<file path="src/verilog/ebsc_defines.vh">
// Constants for the external bus strobe controller
`ifndef EBSC_DEFINES_VH
`define EBSC_DEFINES_VH
// Space codes on the request port
`define EBSC_SPACE_PROG 2'h0
`define EBSC_SPACE_DATA 2'h1
`define EBSC_SPACE_IO 2'h2
// Bus cycle states
`define EBSC_ST_IDLE 2'h0
`define EBSC_ST_SETUP 2'h1
`define EBSC_ST_STROBE 2'h2
`define EBSC_ST_END 2'h3
// Default software wait states
`define EBSC_WAIT_DEFAULT 3'h0
// Bus data width
`define EBSC_DATA_W 16
`endif
</file>
<file path="src/verilog/ebsc_ctrl.v">
// External bus strobe controller: selects, strobes, flag and branch test pins
// Behaviour
// Each space select high, low only while accessing its external space.
// Space selects float in reset, power down, or emulator float low.
// Write strobe pulses low on each external write; falling edge starts data drive.
// Write strobe active for program, data and I/O writes alike.
// Write strobe floats while emulator float input is low.
// Read strobe asserted for every external read of any space.
// Read strobe floats while emulator float input is low.
// Direction output high for read, low only during external write.
// Direction output floats in power down or emulator float low.
// Cycle strobe high, low during every off-chip access.
// Cycle strobe floats in power down or emulator float low.
// Global memory request asserted during global data memory accesses.
// Global memory request floats in reset, power down or emulator float low.
// Trace clock follows CPU clock output, aligned to bus; low at reset.
// Interface enabled only while enable input high; else access is illegal.
// Trace bus indicator low while data bus drives out in trace mode.
// Flag output latch set and cleared by flag instructions.
// Flag pin returns to flag function on every reset; reset here leaves the pin following flag_pin_gpio_sel.
// Branch test sampled on conditional branch; branch taken when low.
// Branch test pin returns to branch function on every reset; reset here leaves it following branch_pin_gpio_sel.
// Trace mode enabled out of reset.
// Data bus stays in output mode while trace mode enabled. Here emulator float low still floats it.
// With wait states programmed, ready is sampled; low adds a cycle.
// At most one space select asserted per bus cycle.
`timescale 1ns/1ps
`include "ebsc_defines.vh"

module ebsc_ctrl #(
  parameter DATA_W = `EBSC_DATA_W
) (
  input wire clk,
  input wire rst_b,
  // Core access request
  input wire req_valid,
  input wire req_write,
  input wire [1:0] req_space,
  input wire req_global,
  input wire [DATA_W-1:0] req_wdata,
  output reg req_ready,
  output reg req_done,
  output reg req_illegal,
  output reg [DATA_W-1:0] rsp_rdata,
  // Configuration from core
  input wire [2:0] wait_states,
  input wire power_down,
  input wire trace_mode_set,
  input wire trace_mode_clear,
  output reg trace_mode,
  // Flag and branch test control
  input wire set_flag_instruction,
  input wire clear_flag_instruction,
  input wire flag_pin_gpio_sel,
  input wire flag_gpio_out,
  input wire branch_pin_gpio_sel,
  input wire conditional_branch_instruction,
  output reg branch_taken,
  output reg branch_valid,
  // Pins from outside
  input wire emulator_float_input_b,
  input wire external_interface_enable,
  input wire ready_in,
  input wire branch_test_input_b,
  input wire [DATA_W-1:0] data_in,
  // Pins to outside
  output reg io_space_select_b,
  output reg data_space_select_b,
  output reg program_space_select_b,
  output reg space_select_oe,
  output reg write_strobe_b,
  output reg write_strobe_oe,
  output reg read_strobe_b,
  output reg read_strobe_oe,
  output reg rw_dir,
  output reg rw_dir_oe,
  output reg external_cycle_strobe_b,
  output reg external_cycle_strobe_oe,
  output reg global_memory_request_b,
  output reg global_memory_request_oe,
  output reg [DATA_W-1:0] data_out,
  output reg data_oe,
  output reg cpu_clock_output,
  output reg trace_clock,
  output reg trace_bus_output_indicator_b,
  output reg flag_output,
  output reg flag_output_oe
);

  //--------------------------------------------------------------
  // Pin input synchronisers
  //--------------------------------------------------------------
  // Pins are asynchronous to clk; three flops each
  // A new level is taken only once stages two and three agree
  // Costs about four cycles of latency on every pin input
  // Reset values match the idle level of float, ready and branch test; enable resets low
  reg [2:0] sync_float;
  reg [2:0] sync_ena;
  reg [2:0] sync_ready;
  reg [2:0] sync_bio;
  reg float_b;
  reg ena;
  reg rdy;
  reg bio_b;

  // Agreement of second and third stage
  function upd;
    input [2:0] s;
    input cur;
    begin
      upd = (s[1] == s[2]) ? s[2] : cur;
    end
  endfunction

  // Three flops per pin input
  always @(posedge clk or negedge rst_b) begin
    if (!rst_b) begin
      sync_float <= 3'h7;
      sync_ena <= 3'h0;
      sync_ready <= 3'h7;
      sync_bio <= 3'h7;
      float_b <= 1'b1;
      ena <= 1'b0;
      rdy <= 1'b1;
      bio_b <= 1'b1;
    end else begin
      sync_float <= {sync_float[1:0], emulator_float_input_b};
      sync_ena <= {sync_ena[1:0], external_interface_enable};
      sync_ready <= {sync_ready[1:0], ready_in};
      sync_bio <= {sync_bio[1:0], branch_test_input_b};
      float_b <= upd(sync_float, float_b);
      ena <= upd(sync_ena, ena);
      rdy <= upd(sync_ready, rdy);
      bio_b <= upd(sync_bio, bio_b);
    end
  end

  //--------------------------------------------------------------
  // Bus cycle state machine
  //--------------------------------------------------------------
  // Idle, setup with selects low, strobe with waits, end
  // Pins are registered, so they trail the state by one cycle
  // Ready is ignored when no software wait state is programmed
  localparam ST_IDLE = `EBSC_ST_IDLE;
  localparam ST_SETUP = `EBSC_ST_SETUP;
  localparam ST_STROBE = `EBSC_ST_STROBE;
  localparam ST_END = `EBSC_ST_END;

  reg [1:0] state;
  reg [1:0] next_state;
  reg [2:0] wait_cnt;
  reg cyc_write;
  reg [1:0] cyc_space;
  reg cyc_global;
  reg [DATA_W-1:0] cyc_wdata;
  reg sel_space_valid;

  // Legal space code check
  always @* begin
    sel_space_valid = (req_space == `EBSC_SPACE_PROG) || (req_space == `EBSC_SPACE_DATA) ||
                      (req_space == `EBSC_SPACE_IO);
  end

  // Next state
  always @* begin
    next_state = state;
    case (state)
      ST_IDLE: begin
        if (req_valid && ena && sel_space_valid) next_state = ST_SETUP;
      end
      ST_SETUP: next_state = ST_STROBE;
      ST_STROBE: begin
        // Ready only sampled once wait states are programmed
        if (wait_cnt == 3'h0 && (wait_states == `EBSC_WAIT_DEFAULT || rdy))
          next_state = ST_END;
      end
      ST_END: next_state = ST_IDLE;
      default: next_state = ST_IDLE;
    endcase
  end

  // State, cycle capture and wait counting
  always @(posedge clk or negedge rst_b) begin
    if (!rst_b) begin
      state <= ST_IDLE;
      wait_cnt <= 3'h0;
      cyc_write <= 1'b0;
      cyc_space <= `EBSC_SPACE_PROG;
      cyc_global <= 1'b0;
      cyc_wdata <= {DATA_W{1'b0}};
    end else begin
      state <= next_state;
      if (state == ST_IDLE && next_state == ST_SETUP) begin
        cyc_write <= req_write;
        cyc_space <= req_space;
        cyc_global <= req_global && (req_space == `EBSC_SPACE_DATA);
        cyc_wdata <= req_wdata;
        wait_cnt <= wait_states;
      end else if (state == ST_STROBE && wait_cnt != 3'h0) begin
        wait_cnt <= wait_cnt - 3'h1;
      end
    end
  end

  //--------------------------------------------------------------
  // Request answers
  //--------------------------------------------------------------
  // Done pulses for one cycle at the last strobe edge
  // Read data taken at that edge, while selects still stand
  // Illegal pulses for one cycle, and no strobe follows
  always @(posedge clk or negedge rst_b) begin
    if (!rst_b) begin
      req_ready <= 1'b0;
      req_done <= 1'b0;
      req_illegal <= 1'b0;
      rsp_rdata <= {DATA_W{1'b0}};
    end else begin
      req_ready <= (next_state == ST_IDLE);
      req_done <= (state == ST_STROBE) && (next_state == ST_END);
      // Access with interface disabled is illegal
      req_illegal <= (state == ST_IDLE) && req_valid && (!ena || !sel_space_valid);
      if (state == ST_STROBE && next_state == ST_END && !cyc_write)
        rsp_rdata <= data_in;
    end
  end

  //--------------------------------------------------------------
  // Trace mode and power-down float
  //--------------------------------------------------------------
  wire flt_all = !float_b;
  wire flt_pd = flt_all || power_down;
  wire active = (state == ST_SETUP) || (state == ST_STROBE);

  // Trace mode flag; set wins over a clear in the same cycle
  // Power down floats selects, direction, cycle strobe and global request, but not strobes or flag output
  always @(posedge clk or negedge rst_b) begin
    if (!rst_b) begin
      trace_mode <= 1'b1;
    end else if (trace_mode_set) begin
      trace_mode <= 1'b1;
    end else if (trace_mode_clear) begin
      trace_mode <= 1'b0;
    end
  end

  //--------------------------------------------------------------
  // Bus strobe pins
  //--------------------------------------------------------------
  // Every pin and its enable come straight from a flop
  // Enables low mean the pad floats; levels still follow the bus cycle meanwhile
  // Selects cover setup and strobe, strobes only the strobe state
  always @(posedge clk or negedge rst_b) begin
    if (!rst_b) begin
      io_space_select_b <= 1'b1;
      data_space_select_b <= 1'b1;
      program_space_select_b <= 1'b1;
      space_select_oe <= 1'b0;
      write_strobe_b <= 1'b1;
      write_strobe_oe <= 1'b1;
      read_strobe_b <= 1'b1;
      read_strobe_oe <= 1'b1;
      rw_dir <= 1'b1;
      rw_dir_oe <= 1'b1;
      external_cycle_strobe_b <= 1'b1;
      external_cycle_strobe_oe <= 1'b1;
      global_memory_request_b <= 1'b1;
      global_memory_request_oe <= 1'b0;
      data_out <= {DATA_W{1'b0}};
      data_oe <= 1'b1;
      trace_bus_output_indicator_b <= 1'b0;
    end else begin
      // One decoded select per cycle
      program_space_select_b <= !(active && cyc_space == `EBSC_SPACE_PROG);
      data_space_select_b <= !(active && cyc_space == `EBSC_SPACE_DATA);
      io_space_select_b <= !(active && cyc_space == `EBSC_SPACE_IO);
      space_select_oe <= !flt_pd;
      // Write strobe on any space
      write_strobe_b <= !(state == ST_STROBE && cyc_write);
      write_strobe_oe <= !flt_all;
      read_strobe_b <= !(state == ST_STROBE && !cyc_write);
      read_strobe_oe <= !flt_all;
      rw_dir <= !(active && cyc_write);
      rw_dir_oe <= !flt_pd;
      external_cycle_strobe_b <= !(state == ST_STROBE);
      external_cycle_strobe_oe <= !flt_pd;
      global_memory_request_b <= !(active && cyc_global);
      global_memory_request_oe <= !flt_pd;
      // Drive data from write strobe fall, or throughout trace mode; emulator float low floats it in both cases
      data_out <= cyc_wdata;
      data_oe <= !flt_all && ((state == ST_STROBE && cyc_write) || trace_mode);
      trace_bus_output_indicator_b <= !(trace_mode && !flt_all &&
                                        ((state == ST_STROBE && cyc_write) || trace_mode));
    end
  end

  //--------------------------------------------------------------
  // CPU and trace clock outputs
  //--------------------------------------------------------------
  always @(posedge clk or negedge rst_b) begin
    if (!rst_b) begin
      cpu_clock_output <= 1'b0;
      trace_clock <= 1'b0;
    end else begin
      cpu_clock_output <= !cpu_clock_output;
      // Equal to the cpu clock output while tracing, else held low
      // Both come from the same edge, so bus pins change with them
      trace_clock <= trace_mode ? !cpu_clock_output : 1'b0;
    end
  end

  //--------------------------------------------------------------
  // Flag output and branch test
  //--------------------------------------------------------------
  // Set wins over clear in one cycle
  // Reset clears flag and branch outputs; flag_pin_gpio_sel and branch_pin_gpio_sel still pick the pin functions
  // Branch answer trails the instruction by one cycle
  reg flag_latch;

  always @(posedge clk or negedge rst_b) begin
    if (!rst_b) begin
      flag_latch <= 1'b0;
      flag_output <= 1'b0;
      flag_output_oe <= 1'b1;
      branch_taken <= 1'b0;
      branch_valid <= 1'b0;
    end else begin
      if (set_flag_instruction) flag_latch <= 1'b1;
      else if (clear_flag_instruction) flag_latch <= 1'b0;
      // Pin muxed to GPIO only once software selects it
      flag_output <= flag_pin_gpio_sel ? flag_gpio_out :
                     (set_flag_instruction ? 1'b1 :
                      (clear_flag_instruction ? 1'b0 : flag_latch));
      flag_output_oe <= 1'b1;
      branch_valid <= conditional_branch_instruction && !branch_pin_gpio_sel;
      branch_taken <= conditional_branch_instruction && !branch_pin_gpio_sel && !bio_b;
    end
  end

endmodule // ebsc_ctrl

</file>
<file path="config.mk">
export PLATFORM = sky130hd
export DESIGN_NAME = ebsc_ctrl
export DESIGN_NICKNAME = d
export VERILOG_FILES = /design/src/verilog/ebsc_ctrl.v
export VERILOG_INCLUDE_DIRS = /design/src /design/src/verilog
export SDC_FILE = /design/constraint.sdc
export NUM_CORES = 1
export LEC_CHECK = 0
export BUFFER_PORTS_ARGS = -buffer_cell sky130_fd_sc_hd__buf_2
export CORE_MARGIN = 4
export CORE_UTILIZATION = 45
export DETAILED_ROUTE_END_ITERATION = 8
export PLACE_DENSITY = 0.73
export SLEW_MARGIN = 40
export SYNTH_ARGS = -nofsm -noshare
export SYNTH_HDL_FRONTEND = slang
export SYNTH_SLANG_ARGS = --single-unit
</file>
<file path="constraint.sdc">
create_clock -name clk -period 4.1 [get_ports clk]
set_input_delay 0.82 -clock clk [delete_from_list [all_inputs] [get_ports clk]]
set_output_delay 0.82 -clock clk [all_outputs]
set_load 0.005 [all_outputs]
</file>
# --- Word-level counts from Yosys, hierarchy flattened ---
# Cells that the tools add are included.
word_totals:
  regBits: 96
  in_bits: 55
op_classes:
  n_addsub: 1
  n_eq_ne: 13
  mux: 11
  n_reduce_logical: 55
op_table:
  columns: ["operator", "n"]
  rows:
  - ["1-bit logical AND", 22]
  - ["1-bit zero test", 17]
  - ["2-bit == test, second input constant", 5]
  - ["2-bit by 1-bit == test with 1-bit output, second input constant", 4]
  - ["2-bit zero test", 4]
  - ["2-bit case mux with 4 select lines", 1]
  - ["1-bit logical OR", 7]
  - ["3-bit zero test", 2]
  - ["1-bit two-way mux", 6]
  - ["3-bit two-way mux", 2]
  - ["1-bit == test", 4]
  - ["2-bit two-way mux", 2]
  - ["2-bit nonzero test", 2]
  - ["3-bit nonzero test", 1]
  - ["3-bit by 1-bit subtractor with 3-bit output, second input constant", 1]

# --- Logic depth before layout (Yosys ltp) ---
# Gate-level depths: netlist of run 1.
depth:
  ltp_word: 9
  mapped_depth: 8

# --- Worst setup path before layout of run 1 ---
# No wires, ideal clock.
synth_path:
  path_kind: "input to register"
  startpoint: "in wait_states[1]"
  endpoint: "reg rsp_rdata[10]"
  setup_time_ns: 0.125
  arrival_time_ns: 2.152
  required_time_ns: 3.975
  slack_ns: 1.823
  cell_stages: 5
  n_path_buf: 1
  path_cell_list: "nor4b_2 -> a2111oi_2 -> nor4_4 -> buf_6 -> mux2_2"
synth_between:
  elab_chain_len: 8
synth_lines:
  columns: ["item", "line", "text"]
  rows:
  - ["start: declaration", "ebsc_ctrl.v:46", "input wire [2:0] wait_states,"]
  - ["3-bit zero test (no source line)", null, null]
  - ["1-bit logical OR", "ebsc_ctrl.v:174", "if (wait_cnt == 3'h0 && (wait_states == `EBSC_WAIT_DEFAULT || rdy))"]
  - ["1-bit logical AND", "ebsc_ctrl.v:174", null]
  - ["2-bit two-way mux", "ebsc_ctrl.v:174", null]
  - ["2-bit case mux with 4 select lines", "ebsc_ctrl.v:167", "case (state)"]
  - ["2-bit == test", "ebsc_ctrl.v:222", "if (state == ST_STROBE && next_state == ST_END && !cyc_write)"]
  - ["1-bit logical AND (2 in series)", "ebsc_ctrl.v:222", null]
  - ["end signal: assignment", "ebsc_ctrl.v:216", "rsp_rdata <= {DATA_W{1'b0}};"]
  - ["end signal: assignment", "ebsc_ctrl.v:223", "rsp_rdata <= data_in;"]
  - ["end: declaration", "ebsc_ctrl.v:44", "output reg [DATA_W-1:0] rsp_rdata,"]
# Every way passes these cells.
# A chain may end at the register's enable or synchronous reset.

# --- Worst setup path after layout of run 1 ---
layout_path:
  startpoint: "reg wait_cnt[0]"
  endpoint: "reg rsp_rdata[6]"
layout_between:
  elab_chain_len: 7
layout_lines:
  columns: ["item", "line", "text"]
  rows:
  - ["start: declaration", "ebsc_ctrl.v:151", "reg [2:0] wait_cnt;"]
  - ["start signal: assignment", "ebsc_ctrl.v:198", "wait_cnt <= wait_states;"]
  - ["start signal: assignment", "ebsc_ctrl.v:200", "wait_cnt <= wait_cnt - 3'h1;"]
  - ["3-bit zero test", "ebsc_ctrl.v:174", null]
  - ["1-bit logical AND", "ebsc_ctrl.v:174", null]
  - ["2-bit two-way mux", "ebsc_ctrl.v:174", null]
  - ["2-bit case mux with 4 select lines", "ebsc_ctrl.v:167", null]
  - ["2-bit == test", "ebsc_ctrl.v:222", null]
  - ["1-bit logical AND (2 in series)", "ebsc_ctrl.v:222", null]
# Every way passes these cells.

==> metrics.yaml, run 1 <==
outcome: "finished clean"
worstSetupStartpointType: "flop"
initial_core_util: 0.4589
drive_gt1_frac: 0.6180
cts_hold_buf: 0
ant_nets: 0
cts-root-buf: "clkbuf_8"
worst_pin_slew_ps: 647.0
viasPerCell: 4.499
maxSlewViolCount: 0
hold_path.class: "flop to flop"
crit_required_ps: 4320
antenna_found_initial: 0
cts_setup_buffers: 0
synth.yosys.seq_area_share: 0.7347
netlist_instances: 199
fin_crit_ps: 2496
antenna_cells: 0
clkTransAtPathRegs_ps: 90
p_clk_frac: 0.226
synth_edf_count: 0
fin_nets: 376
portBuffers: 111
power.density_nw_per_um2: 711.7
synth_area_um2: 3311
path_common_cell: "ha_1"
synthFlopType: "dfrtp_1"
drc: 0
clk_latency_ps: 340
die_h_um: 93.78
timing.hold.ws_ps: 357.8
synthArstFlopShare: 1.000
vdd_drop_max_mv: 0.3782
grtUsageTotal: 0.1329
gp_congestion: 0.7013
sw_frac_of_total: 0.2736
setup_viol: 0
ys_ff_latch: 96
cts_tree: "yes"
clk_path_buf_depth: 2
net-switching-power_w: 0.0008194
rows: 31
totalWireLength_um: 5653
die_w_um: 93.78
final_cell_mix: "buf_2 (110), dfrtp_1 (72), mux2_2 (40)"
syn_to_final_growth_pct: 27.10
slew_headroom: 0.5657
fillers: 630
fmax_mhz: 400.6
critPathArrivalTime_ps: 2720
clock_skew_ps: 12.64
die_area_um2: 8794
rsz0062_at_grt: "false"
ios: 113
fin_setup_tns_ps: 0
wl_per_cell_um: 13.43
grt-ovfl-total: 0
ys.warnings.count: 0
grt_max_degree: 73
leakage_nw: 2.016
synth_nets: 258
end_kind: "flop"
crit_fanout: 9
critical_path.slowest_cell: "nor4_4"
maxCapViolations: 0
hold_viol_final: 0
path_class: "flop to flop"
syn_avg_cell_area_um2: 16.64
ys_types: 29
crit_chain: "inv_1 > ha_1 > ha_1 > nor4b_2 > a2111oi_2 > nor4_4 > buf_4 > mux2_2"
drt_iter0_markers: 21
grt_pass1_wl_um: 8935
period_share: 0.6088
cts_made_buffers: 9
first_pass_iters: 4
dp_hpwl_um: 4210
cts.sinks: 96
p_comb_frac: 0.283
cpPeakStageDelay_ps: 570
critPathTopFamily: "simple AND/OR/NAND/NOR gates"
vias: 1894
crit_buf_inv: 2
grt_pass1_vias: 1913
final_common_cell: "buf_2"
core_um2: 7214
power.internal_w: 0.002175
htree_levels: 3
post_cts_resized: 0
seqPwrFrac: 0.491
==> area by class of cell <==
class / count / area [um^2] / area share
Clock buffer: 12 / 155.1 / 0.03687
Clock inverter: 4 / 76.32 / 0.01814
Inverter: 10 / 37.54 / 0.008921
Multi-Input combinational cell: 85 / 790.8 / 0.1879
Sequential cell: 96 / 2432 / 0.5781
Tap cell: 99 / 123.9 / 0.02944
Timing Repair Buffer: 115 / 591.8 / 0.1406
==> worst reg2reg max path: cells and delay by family, from the launching register on <==
kind	cells	cell delay (ps)
AOI/OAI and AO/OA	1	110
and+or+nand+nor	2	830
muxes	1	340
DFF	1	400
buffers and inverters	2	350
adders and majority gates	2	330
==> cells by family (layout without fill, tap and decap cells) <==
group                    after synthesis  after routing  share of synthesized area
flip-flops                            96             96                     0.7347
multiplexers                          40             40                     0.1361
AND/OR/NAND/NOR                       25             25                    0.04837
buffers and inverters                 18            141                    0.02797
AO/OA/AOI/OAI                         10             10                    0.02192
adder cells (fa/ha/maj)                8              8                    0.02721
other                                  1              1                   0.001133
XOR/XNOR                               1              1                   0.002646
==> per-stage QoR <==
step	power (W)	util	cell area, um^2	setup slack, ps	cells
floorplan	0.001984	-	3311	1823	199
global placement	0.002317	0.5496	3965	1294	404
detailed placement	0.002359	0.5506	3973	1360	405
CTS	0.003040	0.5827	4204	1518	421
global route	0.003203	0.5832	4208	1385	421
finish	0.002994	0.5832	4208	1604	421
==> per-layer routing <==
| layer | GRT usage | up-vias | part of all wire |
|---|---|---|---|
| li1 | - | 904 | - |
| met1 | 0.1722 | 911 | 0.42 |
| met2 | 0.2028 | 71 | 0.48 |
| met3 | 0.04327 | 8 | 0.079 |
| met4 | 0.06137 | 0 | 0.015 |
| met5 | 0 | - | 0 |
==> worst paths after layout <==
check | from | end | slack [ps] | depth (start not counted)
worst max-delay path | wait_cnt[0] | rsp_rdata[6] | 1600 | 8
worst min-delay path | sync_bio[0] | sync_bio[1] | 360 | 0
worst max register to register | wait_cnt[0] | rsp_rdata[6] | 1600 | 8
worst min register to register | sync_bio[0] | sync_bio[1] | 360 | 0
max in group asynchronous | rst_b | read_strobe_b | 2960 | 2
min in group asynchronous | rst_b | data_out[14] | 460 | 1
==> registers in the layout, summed over array words and instances (netlist names), 2 cells and up <==
register and cells:
cyc_space 2, cyc_wdata 16, data_out 16, rsp_rdata 16, state 2, sync_bio 3
sync_ena 3, sync_float 3, sync_ready 3, wait_cnt 3
==> cell usage after synthesis, types with 2 or more instances <==
library cell | count | share of area
o21ai_0 | 2 | 0.0030
nor2b_1 | 5 | 0.0094
nand3b_1 | 2 | 0.0045
nor3_1 | 2 | 0.0030
ha_1 | 4 | 0.015
mux2_2 | 40 | 0.14
nand2_1 | 9 | 0.010
dfstp_2 | 24 | 0.19
a21o_1 | 2 | 0.0045
maj3_1 | 4 | 0.012
nand2b_1 | 2 | 0.0038
inv_1 | 10 | 0.011
buf_4 | 4 | 0.0091
dfrtp_1 | 72 | 0.54
a21oi_1 | 2 | 0.0030
buf_2 | 2 | 0.0030
==> power by group through the flow <==
| stage | logic (W) | clock network [W] | registers [W] |
|---|---|---|---|
| floorplan | 0.000489 | 0 | 0.00150 |
| global placement | 0.000836 | 0 | 0.00148 |
| detailed placement | 0.000866 | 0 | 0.00149 |
| CTS | 0.000869 | 0.000694 | 0.00148 |
| global route | 0.000949 | 0.000741 | 0.00151 |
| finish | 0.000848 | 0.000677 | 0.00147 |
Power figures use the tool's default switching activity.
==> run 2, diff against run 1 <==
--- a/config.mk
+++ b/config.mk
@@ -8,9 +8,9 @@
 export LEC_CHECK = 0
 export BUFFER_PORTS_ARGS = -buffer_cell sky130_fd_sc_hd__buf_2
 export CORE_MARGIN = 4
-export CORE_UTILIZATION = 45
+export CORE_UTILIZATION = 44
 export DETAILED_ROUTE_END_ITERATION = 8
-export PLACE_DENSITY = 0.73
+export PLACE_DENSITY = 0.74
 export SLEW_MARGIN = 40
 export SYNTH_ARGS = -nofsm -noshare
 export SYNTH_HDL_FRONTEND = slang
==> constraint.sdc (replaced) <==
create_clock -name clk -period 2.2 [get_ports clk]
set_input_delay 0.44 -clock clk [delete_from_list [all_inputs] [get_ports clk]]
set_output_delay 0.44 -clock clk [all_outputs]
set_load 0.005 [all_outputs]
==> metrics.yaml, run 2 (same netlist as run 1, synthesis figures left out) <==
outcome: "finished clean"
clk_path_buf_depth: 2  # unchanged
core_um2: 7292  # +1.1%
initial_core_util: 0.4540  # -0.004882
final_common_cell: "buf_2"
crit_end: "rsp_rdata[12]"
drive_gt1_frac: 0.6280  # +0.009964
final_cell_mix: "buf_2 (110), dfrtp_1 (72), mux2_2 (40)"
grt.met1_usage: 0.1733  # +0.001077
antenna_found_initial: 0  # unchanged
end_kind: "flop"
worstReg2RegStart: "wait_cnt[0]"
totalWireLength_um: 5966  # +5.5%
p_clk_frac: 0.188  # -0.038
grt-ovfl-total: 0  # unchanged
gp_congestion: 0.7526  # +7.3%
viasPerCell: 4.474  # -0.56%
htree_levels: 3  # unchanged
ios: 113  # unchanged
cts.sinks: 96  # unchanged
p_comb_frac: 0.321  # +0.038
fmax_mhz: 488.4  # +22%
design_area_um2: 4295  # +2.1%
setup_ws_ps: 152.6  # -1451 ps
die_h_um: 94.74  # +1.0%
crit_fanout: 10  # +1
syn_to_final_growth_pct: 29.74
largestRegisters: "cyc_wdata: 16 flops, data_out: 16 flops, rsp_rdata: 16 flops"
sw_frac_of_total: 0.2853  # +0.01167
maxCapViolations: 0  # unchanged
cpPeakStageDelay_ps: 390  # -180 ps
crit_chain: "inv_1 > ha_1 > ha_1 > nor4b_4 > a2111oi_4 > nor4_4 > buf_4 > mux2_2"
crit_required_ps: 2430  # -1890 ps
fin_nets: 390  # +3.7%
leakage_nw: 2.073  # +2.8%
hold_viol_final: 0  # unchanged
cts_tree: "yes"
grt_pass1_vias: 2057  # +7.5%
first_pass_iters: 4  # unchanged
power.internal_w: 0.003979  # +83%
reg2reg_to: "rsp_rdata[12]"
place_ws_ps: -156.5  # -1516 ps
clkTransAtPathRegs_ps: 90  # about the same
die_w_um: 94.74  # +1.0%
critPathArrivalTime_ps: 2270  # -450 ps
path_common_cell: "ha_1"
net-switching-power_w: 0.001588  # +94%
drt_iter0_markers: 27  # +29%
portBuffers: 111  # unchanged
r2r_cells: 8  # unchanged
worstSetupStartpointType: "flop"
grt_max_degree: 55  # -25%
grt_pass1_wl_um: 9446  # +5.7%
grtUsageMet2: 0.2267  # +0.02382
die_area_um2: 8976  # +2.1%
antenna_cells: 0  # unchanged
grtUsageTotal: 0.1390  # +0.006100
vias: 1946  # +2.7%
critical_path.slowest_cell: "dfrtp_1"
hold_path.class: "primary input to flop"
wl_per_cell_um: 13.71  # +2.1%
clk_latency_ps: 350  # about the same
clock_skew_ps: 10.24  # -2.395 ps
power.density_nw_per_um2: 1296  # +82%
fin_total_pwr_w: 0.005567  # +86%
drc: 0  # unchanged
cts-root-buf: "clkbuf_8"
place_area_um2: 4075  # +2.6%
period_share: 0.9306  # +0.3218
dp_hpwl_um: 4541  # +7.9%
setup_viol: 0  # unchanged
cts_made_buffers: 9  # unchanged
fin_crit_ps: 2047  # -448.8 ps
rows: 31  # unchanged
vdd_drop_max_mv: 0.5674  # +50%
seqPwrFrac: 0.491  # about the same
reg2reg_slack_ps: 150  # -1450 ps
grt_use_met3: 0.04064  # -0.002632
top_usage_layer: "met2"
maxSlewViolCount: 0  # unchanged
fin_setup_tns_ps: 0  # unchanged
ant_nets: 0  # unchanged
rsz0062_at_grt: "false"
startpoint: "wait_cnt[0]"
path_class: "flop to flop"
run 2: layout make-up:
type,instances,area [um^2]
well taps,99,123.9
fillers,641,2997
inverters,10,37.54
flip-flops and latches,96,2432
clock buffers,12,156.4
clock inverters,4,25.02
repair buffers,129,708.2
multi-input cells,85,812.0
run 2: power groups by stage:
| stage | Combinational (W) | Sequential [W] | Clock, W |
|---|---|---|---|
| after floorplan | 0.000911 | 0.00279 | 0 |
| after global placement | 0.00173 | 0.00275 | 0 |
| after detailed placement | 0.00179 | 0.00278 | 0 |
| after CTS | 0.00181 | 0.00274 | 0.00110 |
| after global routing | 0.00199 | 0.00281 | 0.00117 |
| final | 0.00179 | 0.00273 | 0.00105 |
run 2: how the worst min path moves through the flow:
| stage | startpoint | endpoint | slack (ps) | cells after the start |
|---|---|---|---|---|
| 6_report | ready_in | sync_ready[0] | 190 | 1 |
| 3_3_place_gp | rst_b | req_ready | 310 | 1 |
| 4_1_cts | ready_in | sync_ready[0] | 170 | 1 |
| 2_1_floorplan | rst_b | branch_taken | 140 | 0 |
| 3_5_place_dp | rst_b | req_ready | 320 | 1 |
| 5_1_grt | ready_in | sync_ready[0] | 170 | 1 |
run 2: stage by stage:
stage | util | cells | hold WS, ps
after floorplan | - | 199 | 144.4
after global placement | 0.5578 | 416 | 311.5
after detailed placement | 0.5589 | 417 | 315.8
after CTS | 0.5861 | 435 | 171.2
after global routing | 0.5891 | 435 | 167.5
final | 0.5891 | 435 | 188.7
run 2: repair_timing:
| action | in CTS | in global routing |
|---|---|---|
| gates resized for setup | 0 | 2 |
| endpoints found under the setup margin | 10 | 10 |
| buffers inserted | 1 | 0 |
| pin swaps | 1 | 0 |
| hold endpoints to repair | 11 | 0 |
| hold buffers | 1 | 0 |
run 2: critical path: cells and delay by family (launching register included):
family,cells,cell delay (ps)
simple gates,2,520
flops,1,390
mux,1,340
fa+ha+maj,2,300
buf+inv,2,300
compound gates,1,80
run 2: layer usage:
metal	up-vias	wire length, um
li1	928	-
met1	937	2471
met2	71	2950
met3	10	451
met4	0	91
met5	-	0
